<file path="src/lcc_pkg.sv">
package lcc_pkg;
  // register byte offsets
  localparam logic [3:0] CELL_CONTROL_OFS  = 4'h0;
  localparam logic [3:0] CELL_IRQ_FLAG_OFS = 4'h4;
  localparam logic [3:0] CELL_IRQ_EN_OFS   = 4'h8;
  // cell_control_reg fields
  localparam int EN_BIT      = 7;
  localparam int UNUSED_BIT  = 6;
  localparam int OUT_BIT     = 5;
  localparam int RISE_BIT    = 4;
  localparam int FALL_BIT    = 3;
  localparam int MODE_MSB    = 2;
  localparam logic [7:0] CTRL_RESET = 8'h00;
  localparam logic [7:0] CTRL_WMASK = 8'h9F;
  localparam int IRQ_FLAG_BIT = 0;
  localparam int SYNC_STAGES  = 2;
  localparam logic [1:0] RESP_OKAY   = 2'b00;
  localparam logic [1:0] RESP_SLVERR = 2'b10;
  typedef enum logic [2:0] {
    MODE_AND_OR  = 3'h0,
    MODE_OR_XOR  = 3'h1,
    MODE_AND4    = 3'h2,
    MODE_SR      = 3'h3,
    MODE_DFF_SR  = 3'h4,
    MODE_DFF2_R  = 3'h5,
    MODE_JK_R    = 3'h6,
    MODE_LATCH   = 3'h7
  } lcc_mode_t;
endpackage : lcc_pkg

</file>
<file path="src/lcc_func_if.sv">
`timescale 1ns/1ps
interface lcc_func_if;
  import lcc_pkg::*;
  logic [3:0] gate;
  lcc_mode_t  mode;
  logic       enable;
  logic       result;
  modport ctl (output gate, output mode, output enable, input result);
  modport fn  (input gate, input mode, input enable, output result);
endinterface : lcc_func_if

</file>
<file path="src/lcc_top.sv">
// Operation
// RL1: cell logic keeps evaluating whenever its selected sources toggle, not only on cpu activity.
// RL2: enabled cell with fast oscillator selected keeps that oscillator running in sleep.
// RL3: software clears the enable before changing inputs, gates, polarity or function.
// RL4: software then picks inputs, pin directions, gate routing, polarities, function, inversion.
// RL5: to drive a pin, software routes it to the cell output and makes it output.
// RL6: for interrupts software sets edge enables, cell, peripheral and global irq enables.
// RL7: setting the enable bit is the last setup step.
// RL8: enable bit 7 set lets the cell combine inputs; clear forces output zero.
// RL9: bit 5 is read-only, mirrors the inverted cell output, resets to zero; the code mirrors the synchronised output without inversion.
// RL10: bit 4 rise enable, bit 3 fall enable, bits 2:0 function; read/write, reset zero.
// RL11: function select picks which logic function combines the four gate outputs.
// RL12: codes 111 latch, 110 jk, 101 dff2, 100 dff, 011 sr, 001 or-xor.
// RL13: irq flag sets on rising edge with rise enable, falling edge with fall enable.
// RL14: control bit 6 reads zero and ignores writes.
`timescale 1ns/1ps
module lcc_top
  import lcc_pkg::*;
(
  // clock and reset
  input  wire logic        aclk,
  input  wire logic        aresetn,
  // axi4-lite write
  input  wire logic [3:0]  s_axi_awaddr,
  input  wire logic        s_axi_awvalid,
  output logic             s_axi_awready,
  input  wire logic [31:0] s_axi_wdata,
  input  wire logic [3:0]  s_axi_wstrb,
  input  wire logic        s_axi_wvalid,
  output logic             s_axi_wready,
  output logic [1:0]       s_axi_bresp,
  output logic             s_axi_bvalid,
  input  wire logic        s_axi_bready,
  // axi4-lite read
  input  wire logic [3:0]  s_axi_araddr,
  input  wire logic        s_axi_arvalid,
  output logic             s_axi_arready,
  output logic [31:0]      s_axi_rdata,
  output logic [1:0]       s_axi_rresp,
  output logic             s_axi_rvalid,
  input  wire logic        s_axi_rready,
  // cell links
  input  wire logic [3:0]  gate_out,
  input  wire logic        cell_output,
  input  wire logic        fast_osc_selected,
  output logic             logic_result,
  output logic             fast_osc_keep_on,
  output logic             irq
);
  ////////////////////////////////////////////////////////////////////////////
  // pin synchronisers: stage two is read, and out_prev_ff, one cycle behind it, is read for edge detection
  logic [3:0] gate_s1_ff, gate_s2_ff;
  logic       out_s1_ff, out_s2_ff, out_prev_ff;
  always_ff @(posedge aclk) begin
    if (!aresetn) begin
      gate_s1_ff  <= 4'h0;
      gate_s2_ff  <= 4'h0;
      out_s1_ff   <= 1'b0;
      out_s2_ff   <= 1'b0;
      out_prev_ff <= 1'b0;
    end else begin
      gate_s1_ff  <= gate_out;
      gate_s2_ff  <= gate_s1_ff;
      out_s1_ff   <= cell_output;
      out_s2_ff   <= out_s1_ff;
      out_prev_ff <= out_s2_ff;
    end
  end

  ////////////////////////////////////////////////////////////////////////////
  // axi4-lite write path: address and data taken in either order
  logic [7:0] ctrl_ff;
  logic       flag_ff, irq_en_ff;
  logic       aw_held_ff, w_held_ff;
  logic [3:0] awaddr_ff;
  logic [7:0] wdata_ff;
  logic       wstrb0_ff;
  wire do_write  = aw_held_ff & w_held_ff & ~s_axi_bvalid;
  always_ff @(posedge aclk) begin
    if (!aresetn) begin
      aw_held_ff <= 1'b0;
      w_held_ff  <= 1'b0;
      awaddr_ff  <= 4'h0;
      wdata_ff   <= 8'h00;
      wstrb0_ff  <= 1'b0;
    end else begin
      if (s_axi_awvalid && s_axi_awready) begin
        aw_held_ff <= 1'b1;
        awaddr_ff  <= s_axi_awaddr;
      end else if (do_write) begin
        aw_held_ff <= 1'b0;
      end
      if (s_axi_wvalid && s_axi_wready) begin
        w_held_ff <= 1'b1;
        wdata_ff  <= s_axi_wdata[7:0];
        wstrb0_ff <= s_axi_wstrb[0];
      end else if (do_write) begin
        w_held_ff <= 1'b0;
      end
    end
  end
  wire wr_byte   = do_write & wstrb0_ff;
  wire wr_ctrl   = wr_byte & (awaddr_ff == CELL_CONTROL_OFS);
  wire wr_flag   = wr_byte & (awaddr_ff == CELL_IRQ_FLAG_OFS);
  wire wr_irq_en = wr_byte & (awaddr_ff == CELL_IRQ_EN_OFS);
  wire wr_mapped = (awaddr_ff == CELL_CONTROL_OFS) | (awaddr_ff == CELL_IRQ_FLAG_OFS) |
                   (awaddr_ff == CELL_IRQ_EN_OFS);
  always_ff @(posedge aclk) begin
    if (!aresetn) begin
      s_axi_awready <= 1'b0;
      s_axi_wready  <= 1'b0;
      s_axi_bvalid  <= 1'b0;
      s_axi_bresp   <= RESP_OKAY;
    end else begin
      s_axi_awready <= ~aw_held_ff & ~(s_axi_awvalid & s_axi_awready);
      s_axi_wready  <= ~w_held_ff & ~(s_axi_wvalid & s_axi_wready);
      if (do_write) begin
        s_axi_bvalid <= 1'b1;
        s_axi_bresp  <= wr_mapped ? RESP_OKAY : RESP_SLVERR;
      end else if (s_axi_bready) begin
        s_axi_bvalid <= 1'b0;
      end
    end
  end

  ////////////////////////////////////////////////////////////////////////////
  // registers and events
  wire rise_evt = out_s2_ff & ~out_prev_ff & ctrl_ff[RISE_BIT]; // RL13
  wire fall_evt = ~out_s2_ff & out_prev_ff & ctrl_ff[FALL_BIT]; // RL13
  // bit 5 mirrors the synchronised output; bit 6 never stores
  wire [7:0] ctrl_rd = {ctrl_ff[EN_BIT], 1'b0, out_s2_ff, ctrl_ff[RISE_BIT:0]}; // RL9 RL14
  always_ff @(posedge aclk) begin
    if (!aresetn) begin
      ctrl_ff   <= CTRL_RESET; // RL10
      flag_ff   <= 1'b0;
      irq_en_ff <= 1'b0;
    end else begin
      if (wr_ctrl) begin
        ctrl_ff <= wdata_ff & CTRL_WMASK; // RL10 RL14
      end
      // a new edge wins over a simultaneous write-one clear
      flag_ff <= (rise_evt | fall_evt) | (flag_ff & ~(wr_flag & wdata_ff[IRQ_FLAG_BIT])); // RL13
      if (wr_irq_en) begin
        irq_en_ff <= wdata_ff[IRQ_FLAG_BIT];
      end
    end
  end

  ////////////////////////////////////////////////////////////////////////////
  // axi4-lite read path
  wire [31:0] rd_mux = (s_axi_araddr == CELL_CONTROL_OFS)  ? {24'h00_0000, ctrl_rd} :
                       (s_axi_araddr == CELL_IRQ_FLAG_OFS) ? {31'h0000_0000, flag_ff} :
                       (s_axi_araddr == CELL_IRQ_EN_OFS)   ? {31'h0000_0000, irq_en_ff} :
                       32'h0000_0000;
  wire rd_mapped = (s_axi_araddr == CELL_CONTROL_OFS) | (s_axi_araddr == CELL_IRQ_FLAG_OFS) |
                   (s_axi_araddr == CELL_IRQ_EN_OFS);
  always_ff @(posedge aclk) begin
    if (!aresetn) begin
      s_axi_arready <= 1'b0;
      s_axi_rvalid  <= 1'b0;
      s_axi_rdata   <= 32'h0000_0000;
      s_axi_rresp   <= RESP_OKAY;
    end else begin
      s_axi_arready <= ~s_axi_rvalid & ~(s_axi_arvalid & s_axi_arready);
      if (s_axi_arvalid && s_axi_arready) begin
        s_axi_rvalid <= 1'b1;
        s_axi_rdata  <= rd_mux; // RL9
        s_axi_rresp  <= rd_mapped ? RESP_OKAY : RESP_SLVERR;
      end else if (s_axi_rready) begin
        s_axi_rvalid <= 1'b0;
      end
    end
  end

  ////////////////////////////////////////////////////////////////////////////
  // logic function and outputs
  lcc_func_if fif ();
  assign fif.gate   = gate_s2_ff;
  assign fif.mode   = lcc_mode_t'(ctrl_ff[MODE_MSB:0]); // RL11
  assign fif.enable = ctrl_ff[EN_BIT]; // RL8
  lcc_func u_func (
    .aclk    (aclk),
    .aresetn (aresetn),
    .fif     (fif.fn)
  );
  // the cell still samples on aclk, so in sleep aclk must be kept alive too
  always_ff @(posedge aclk) begin
    if (!aresetn) begin
      logic_result     <= 1'b0;
      fast_osc_keep_on <= 1'b0;
      irq              <= 1'b0;
    end else begin
      logic_result     <= fif.result; // RL1 RL8
      fast_osc_keep_on <= ctrl_ff[EN_BIT] & fast_osc_selected; // RL2
      irq              <= flag_ff & irq_en_ff;
    end
  end
endmodule : lcc_top

</file>
<file path="src/lcc_func.sv">
`timescale 1ns/1ps
module lcc_func
  import lcc_pkg::*;
(
  // clock and reset
  input  wire logic aclk,
  input  wire logic aresetn,
  // function port
  lcc_func_if.fn    fif
);
  logic q_ff, nxt_q;
  logic clk_prev_ff;
  wire g1 = fif.gate[0];
  wire g2 = fif.gate[1];
  wire g3 = fif.gate[2];
  wire g4 = fif.gate[3];
  wire clk_rise = g1 & ~clk_prev_ff;
  wire comb_out = (fif.mode == MODE_AND_OR) ? ((g1 & g2) | (g3 & g4)) :
                  (fif.mode == MODE_OR_XOR) ? ((g1 | g2) ^ (g3 | g4)) :
                  (g1 & g2 & g3 & g4);
  wire seq_mode = fif.mode[2] | (fif.mode == MODE_SR);

  // sequential functions: reset dominates set, set dominates the clocked input
  always_comb begin
    nxt_q = q_ff;
    unique case (fif.mode)
      MODE_SR:     nxt_q = (g3 | g4) ? 1'b0 : ((g1 | g2) ? 1'b1 : q_ff);
      MODE_DFF_SR: nxt_q = g3 ? 1'b0 : (g4 ? 1'b1 : (clk_rise ? g2 : q_ff));
      MODE_DFF2_R: nxt_q = g3 ? 1'b0 : (clk_rise ? (g2 & g4) : q_ff);
      MODE_JK_R:   nxt_q = g3 ? 1'b0 : (clk_rise ? ((g2 & ~q_ff) | (~g4 & q_ff)) : q_ff);
      MODE_LATCH:  nxt_q = g3 ? 1'b0 : (g4 ? 1'b1 : (g1 ? g2 : q_ff));
      default:     nxt_q = q_ff;
    endcase
  end

  always_ff @(posedge aclk) begin
    if (!aresetn || !fif.enable) begin // RL8
      q_ff        <= 1'b0;
      clk_prev_ff <= 1'b0;
    end else begin
      q_ff        <= nxt_q; // RL12
      clk_prev_ff <= g1;
    end
  end

  assign fif.result = fif.enable & (seq_mode ? q_ff : comb_out); // RL11
endmodule : lcc_func

</file>
<file path="config.mk">
export PLATFORM = sky130hd
export DESIGN_NAME = lcc_top
export DESIGN_NICKNAME = d
export VERILOG_FILES = /design/src/lcc_pkg.sv /design/src/lcc_func_if.sv /design/src/lcc_top.sv /design/src/lcc_func.sv
export SDC_FILE = /design/constraint.sdc
export NUM_CORES = 1
export LEC_CHECK = 0
export ABC_AREA = 1
export BUFFER_PORTS_ARGS = -buffer_cell sky130_fd_sc_hd__buf_2
export CORE_UTILIZATION = 29
export DETAILED_ROUTE_END_ITERATION = 6
export GPL_TIMING_DRIVEN = 1
export HOLD_SLACK_MARGIN = 0.08
export PLACE_DENSITY_LB_ADDON = 0.05
export SYNTH_ARGS = -nofsm -noshare
export SYNTH_HDL_FRONTEND = slang
export SYNTH_HIERARCHICAL = 1
export SYNTH_SLANG_ARGS = --single-unit
</file>
<file path="constraint.sdc">
create_clock -name aclk -period 2.82 [get_ports aclk]
set_input_delay 0 -clock aclk [delete_from_list [all_inputs] [get_ports aclk]]
set_output_delay 0 -clock aclk [all_outputs]
set_load 0.005 [all_outputs]
</file>
Word-level counts from Yosys, hierarchy flattened --
Index checks and enable logic that the tools add are counted.
Cells by class: reduce and logical (&&, ||, !) cells 15, equal/unequal tests 15, bitwise gates (word level) 54, multiplexer cells 28
Operator list (number):
- 1-bit AND | 29
- 1-bit two-way mux | 24
- 1-bit NOT | 13
- 3-bit == test, second input constant | 4
- 1-bit OR | 11
- 4-bit by 3-bit == test with 1-bit output, second input constant | 2
- 4-bit == test, second input constant | 2
- 4-bit logical NOT | 2
- 8-bit two-way mux | 1
- 2-bit nonzero test | 4
- 3-bit by 2-bit != test with 1-bit output, second input constant | 2
- 6-bit AND reduction | 1
- 1-bit one-hot mux with 5 select lines | 1
- 5-bit nonzero test | 1
- 2-bit two-way mux | 2
- 4-bit by 3-bit != test with 1-bit output, second input constant | 1
- 4-bit != test, second input constant | 1
- 3-bit by 1-bit == test with 1-bit output, second input constant | 1
- 3-bit by 2-bit == test with 1-bit output, second input constant | 1
- 1-bit logical AND | 3
- 3-bit logical NOT | 1
- 3-bit != test, second input constant | 1
- 1-bit logical NOT | 2
- 1-bit logical OR | 1
- 1-bit XOR | 1
Word-level totals: output and inout bits 44, flip-flop bits (word level) 80, word-level logic and storage cells 138, input bits 57

Logic depth before layout (Yosys ltp) --
word-level depth 8, gate-level depth with buffers 10, depth with buffers taken out 9

By module --
The synthesis kept the hierarchy.
Modules (own cells, without submodules):
- lcc_top | times used 1, area each 1965.6 sq um, sequential area each 980.9 sq um, cells an instance 249
- lcc_func | times used 1, area each 306.5 sq um, sequential area each 40.0 sq um, cells an instance 64

Worst setup path after synthesis --
Ideal clock, no wire load.
path type reg2reg, from register ctrl_ff[0], to register logic_result, library setup time 0.109 ns, slack 1.751 ns, arrival time 0.960 ns, stages on the path, launching flop included 9, cell sequence dfxtp_1 > inv_1 > nor2_1 > nand2_1 > a21o_2 > nand2_1 > a21oi_1 > nand2_1 > inv_1
Between the ends: longest elaborated chain between the ends 5
Ends and longest elaborated chain:
- from (decl) | line lcc_top.sv:72 | logic [7:0] ctrl_ff;
- from (signal assigned) | line lcc_top.sv:139 | ctrl_ff <= wdata_ff & CTRL_WMASK;
- 3-bit by 1-bit == test with 1-bit output | line lcc_func.sv:19 | (fif.mode == MODE_OR_XOR) ? ((g1 | g2) ^ (g3 | g4)) :
- 1-bit two-way mux | line lcc_func.sv:19
- 1-bit two-way mux | line lcc_func.sv:18 | wire comb_out = (fif.mode == MODE_AND_OR) ? ((g1 & g2) | (g3 & g4)) :
- 1-bit two-way mux * | line lcc_func.sv:46 | assign fif.result = fif.enable & (seq_mode ? q_ff : comb_out);
- 1-bit AND * | line lcc_func.sv:46
- via fif.result | line lcc_func_if.sv:7 | logic result;
- to (signal assigned) | line lcc_top.sv:193 | logic_result <= fif.result;
- to (decl) | line lcc_top.sv:46 | output logic logic_result,
Mark *: on every way through the listed nets, which the timed path passes. The rest lies on a longest branch. A chain may end at the register's enable or synchronous reset.

Final worst setup path --
from input s_axi_araddr[2], to register s_axi_rresp[1]
Between the ends: longest elaborated chain between the ends 4
Ends and longest elaborated chain:
- from (decl) | line lcc_top.sv:35 | input wire logic [3:0] s_axi_araddr,
- 4-bit by 3-bit == test with 1-bit output / 4-bit logical NOT (equally long branches) | line lcc_top.sv:155 | wire rd_mapped = (s_axi_araddr == CELL_CONTROL_OFS) | (s_axi_araddr == CELL_IRQ_FLAG_OFS) |
- 1-bit OR | line lcc_top.sv:155
- 1-bit OR * | line lcc_top.sv:155
- 2-bit two-way mux * | line lcc_top.sv:168 | s_axi_rresp <= rd_mapped ? RESP_OKAY : RESP_SLVERR;
- to (signal assigned) | line lcc_top.sv:168
- to (decl) | line lcc_top.sv:39 | output logic [1:0] s_axi_rresp,
Every way passes the cells marked *; elsewhere a longest branch is shown, timed or not.

==> results_dict.tcl <==
set metrics [dict create \
    ys_types 26 \
    clk_pin_slew_ps 90 \
    io_pins 101 \
    gp_congestion 0.766 \
    ys_seq_area_share_pct 44.9 \
    dieHeight_um 90.5 \
    grt_max_degree 35 \
    grt_pass1_wl_um 8240 \
    crit_top_cell "dlygate4sd3_1" \
    rows 31 \
    leakagePower_nw 1.40 \
    power_mw 1.33 \
    hold_class "input port to flop" \
    drive_gt1_share_pct 16.0 \
    insertion_delay_ps 300 \
    cpPeakStageDelay_ps 560 \
    setup_viol 0 \
    drt_iter0_drc 95 \
    antenna_cells 0 \
    outcome "completed" \
    fin_area_sq_um 2860 \
    p_seq_share_pct 57.8 \
    min_period_ps 1720 \
    cts_buffers 5 \
    dieWidth_um 90.5 \
    power_frac_clock_pct 30.3 \
    combPwrFrac_pct 11.9 \
    totalNegativeSetupSlack_ps 0 \
    htreeDepth 2 \
    first_global_vias 1829 \
    cts_root_buffer "clkbuf_8" \
    cts_tree "done" \
    final_core_util_pct 38.6 \
    worstPathArrival_ps 1910 \
    clock.fmax_mhz 583 \
    ir_worst_vdd_v 0.000258 \
    worstHoldStart "s_axi_araddr[1]" \
    startpoint "s_axi_araddr[2]" \
    critical_path.slowest_cell "dlygate4sd3_1" \
    p_sw_mw 0.331 \
    fillers 825 \
    power.internal_mw 0.996 \
    power_density_nw_per_um2 464 \
    clkSinkCount 51 \
    vias_per_cell 4.02 \
    initial_utilization_pct 30.7 \
    r2r-start "s_axi_wready$_SDFF_PN0_" \
    swShare_pct 24.9 \
    drc 0 \
    wl_per_cell_um 9.70 \
    cap_violations 0 \
    postPlaceCellArea_sq_um 2490 \
    vias 1957 \
    period_share_pct 60.9 \
    yosysWarnings 6 \
    synth_cells 313 \
    postSynthAreaPerCell_sq_um 7.26 \
    syn_to_final_growth_pct 25.8 \
    gr-usage-all-layers_pct 12.1 \
    crit_required_ps 3010 \
    wirelength_um 4720 \
    ant_nets 0 \
    criticalPathCategory "input port to flop" \
    crit_family "buffers and inverters" \
    path_cells "dlygate4sd3_1 -> buf_2 -> nand2_1 -> dlygate4sd3_1 -> a31oi_1 -> dlygate4sd3_1" \
    dp_hpwl_um 3350 \
    overflow 0 \
    fin_skew_ps 8.94 \
    cts_setup_buffers 0 \
    cp-end-kind "flop" \
    crit_fanout 3 \
    die_area_sq_um 8190 \
    slew_violations 0 \
    antenna_found_initial 0 \
    crit_path_start_kind "input port" \
    clk_path_buf_depth 2 \
    nNetsFinal 444 \
    crit_buf_inv 4 \
    rsz0062_at_grt "false" \
    hold_viol_final 0 \
    ys_ff_latch 51 \
    core_sq_um 7410 \
    drtPass1Iterations 4 \
    port_buffers 44 \
    netlist_area_sq_um 2270 \
]
[state kept, by name (all words and copies together), names as in the netlist, 4 cells and up]
name	flops
ctrl_ff	6
gate_s1_ff	4
s_axi_rdata	7
fif.gate	4
awaddr_ff	4
wdata_ff	6
[per-stage QoR]
step	worst slack, ps	hold WS [ps]	std cells
detailed placement	1560	186	450
floorplan	1750	97.6	339
CTS	1120	84.3	487
finish	1100	97.1	487
global placement	1580	181	450
global route	1060	140	487
[layout make-up]
class | instances | area, sq um | share of cell area [%]
clock inverter | 1 | 5.00 | 0.175
inverter | 44 | 165 | 5.78
clock buffer | 7 | 76.3 | 2.67
timing repair buffer | 74 | 518 | 18.1
sequential | 51 | 1020 | 35.7
multi-input combinational | 211 | 948 | 33.2
tap | 99 | 124 | 4.33
[cell usage after synthesis (all sizes together)]
| cell | number | area (sq um) |
|---|---|---|
| dfxtp | 51 | 1020 |
| a31oi | 2 | 12.5 |
| a21o | 1 | 8.76 |
| conb | 1 | 3.75 |
| o211ai | 2 | 15.0 |
| inv | 43 | 161 |
| nor2 | 48 | 198 |
| clkinv | 1 | 3.75 |
| o31ai | 1 | 7.51 |
| or2 | 1 | 6.26 |
| nand2 | 65 | 254 |
| o21bai | 1 | 7.51 |
| nand3 | 17 | 85.1 |
| nor3 | 1 | 16.3 |
| buf | 32 | 230 |
| a21oi | 18 | 90.1 |
| clkbuf | 1 | 5.00 |
| nand4 | 4 | 31.3 |
| o21ai | 23 | 115 |
[worst paths after layout]
check / to / slack (ps) / depth (start not counted)
hold / removal: s_axi_rdata[5]$_SDFFE_PN0P_ / 100 / 4
hold reg to reg: fif.gate[1]$_SDFF_PN0_ / 410 / 2
setup / recovery: s_axi_rresp[1]$_SDFFE_PN0P_ / 1100 / 6
setup reg to reg: wstrb0_ff$_SDFFE_PN0P_ / 1240 / 4
[cells by family after synthesis]
family | share of synthesized area (%)
and+or+nand+nor | 26.0
buffers and inverters | 17.6
DFF | 44.9
AOI/OAI and AO/OA | 11.3
other | 0.165
[routing by layer]
metal  vias to the layer above  share of wire, %  track usage [%]
met2                        76                40             18.8
met5                         -                 0                0
met3                         4               5.3             2.95
met4                         0              0.95             2.96
li1                       1067                 -                -
met1                       810                54             16.7
[layout by cell type, fill, tap and decap left out]
cell | synthesis | layout
nand4_2 | 1 | 1
o21bai_1 | 1 | 1
conb_1 | 1 | 27
o31ai_1 | 1 | 1
o211ai_1 | 2 | 2
dlygate4sd3_1 | 0 | 29
a21oi_1 | 18 | 18
a31oi_1 | 2 | 2
inv_2 | 3 | 3
buf_4 | 28 | 1
clkinv_2 | 0 | 1
clkbuf_8 | 0 | 5
nand2_1 | 63 | 63
nand3_1 | 17 | 17
buf_2 | 4 | 44
nand4_1 | 3 | 3
nor2_4 | 2 | 2
clkinv_1 | 1 | 1
or2_1 | 1 | 1
nor2_1 | 45 | 45
dfxtp_1 | 51 | 51
inv_1 | 40 | 40
nand2_4 | 1 | 1
clkbuf_1 | 0 | 2
a21o_2 | 1 | 1
o21ai_0 | 23 | 23
nor3_4 | 1 | 1
nor2_2 | 1 | 1
nand2_2 | 1 | 1
[worst reg2reg max path, delay by kind of cell (launching register included)]
kind	cells	cell delay [ps]
buffers and inverters	1	550
and+or+nand+nor	2	320
AOI/OAI and AO/OA	1	260
DFF	1	360
[repair_timing]
action                                  4_1_cts  5_1_grt
hold buffers                                 29        0
hold endpoints to repair                     25        0
endpoints found under the setup margin        0        0
resized for setup                             0        0
[power groups by stage]
stage / Clock, mW / Combinational [mW] / Sequential (mW)
after global routing: 0.454 / 0.181 / 0.770
after floorplan: 0 / 0.112 / 0.780
final: 0.402 / 0.158 / 0.766
after detailed placement: 0 / 0.126 / 0.783
after global placement: 0 / 0.126 / 0.783
after CTS: 0.425 / 0.159 / 0.767
Note: power is estimated with default switching activity, not from simulation.
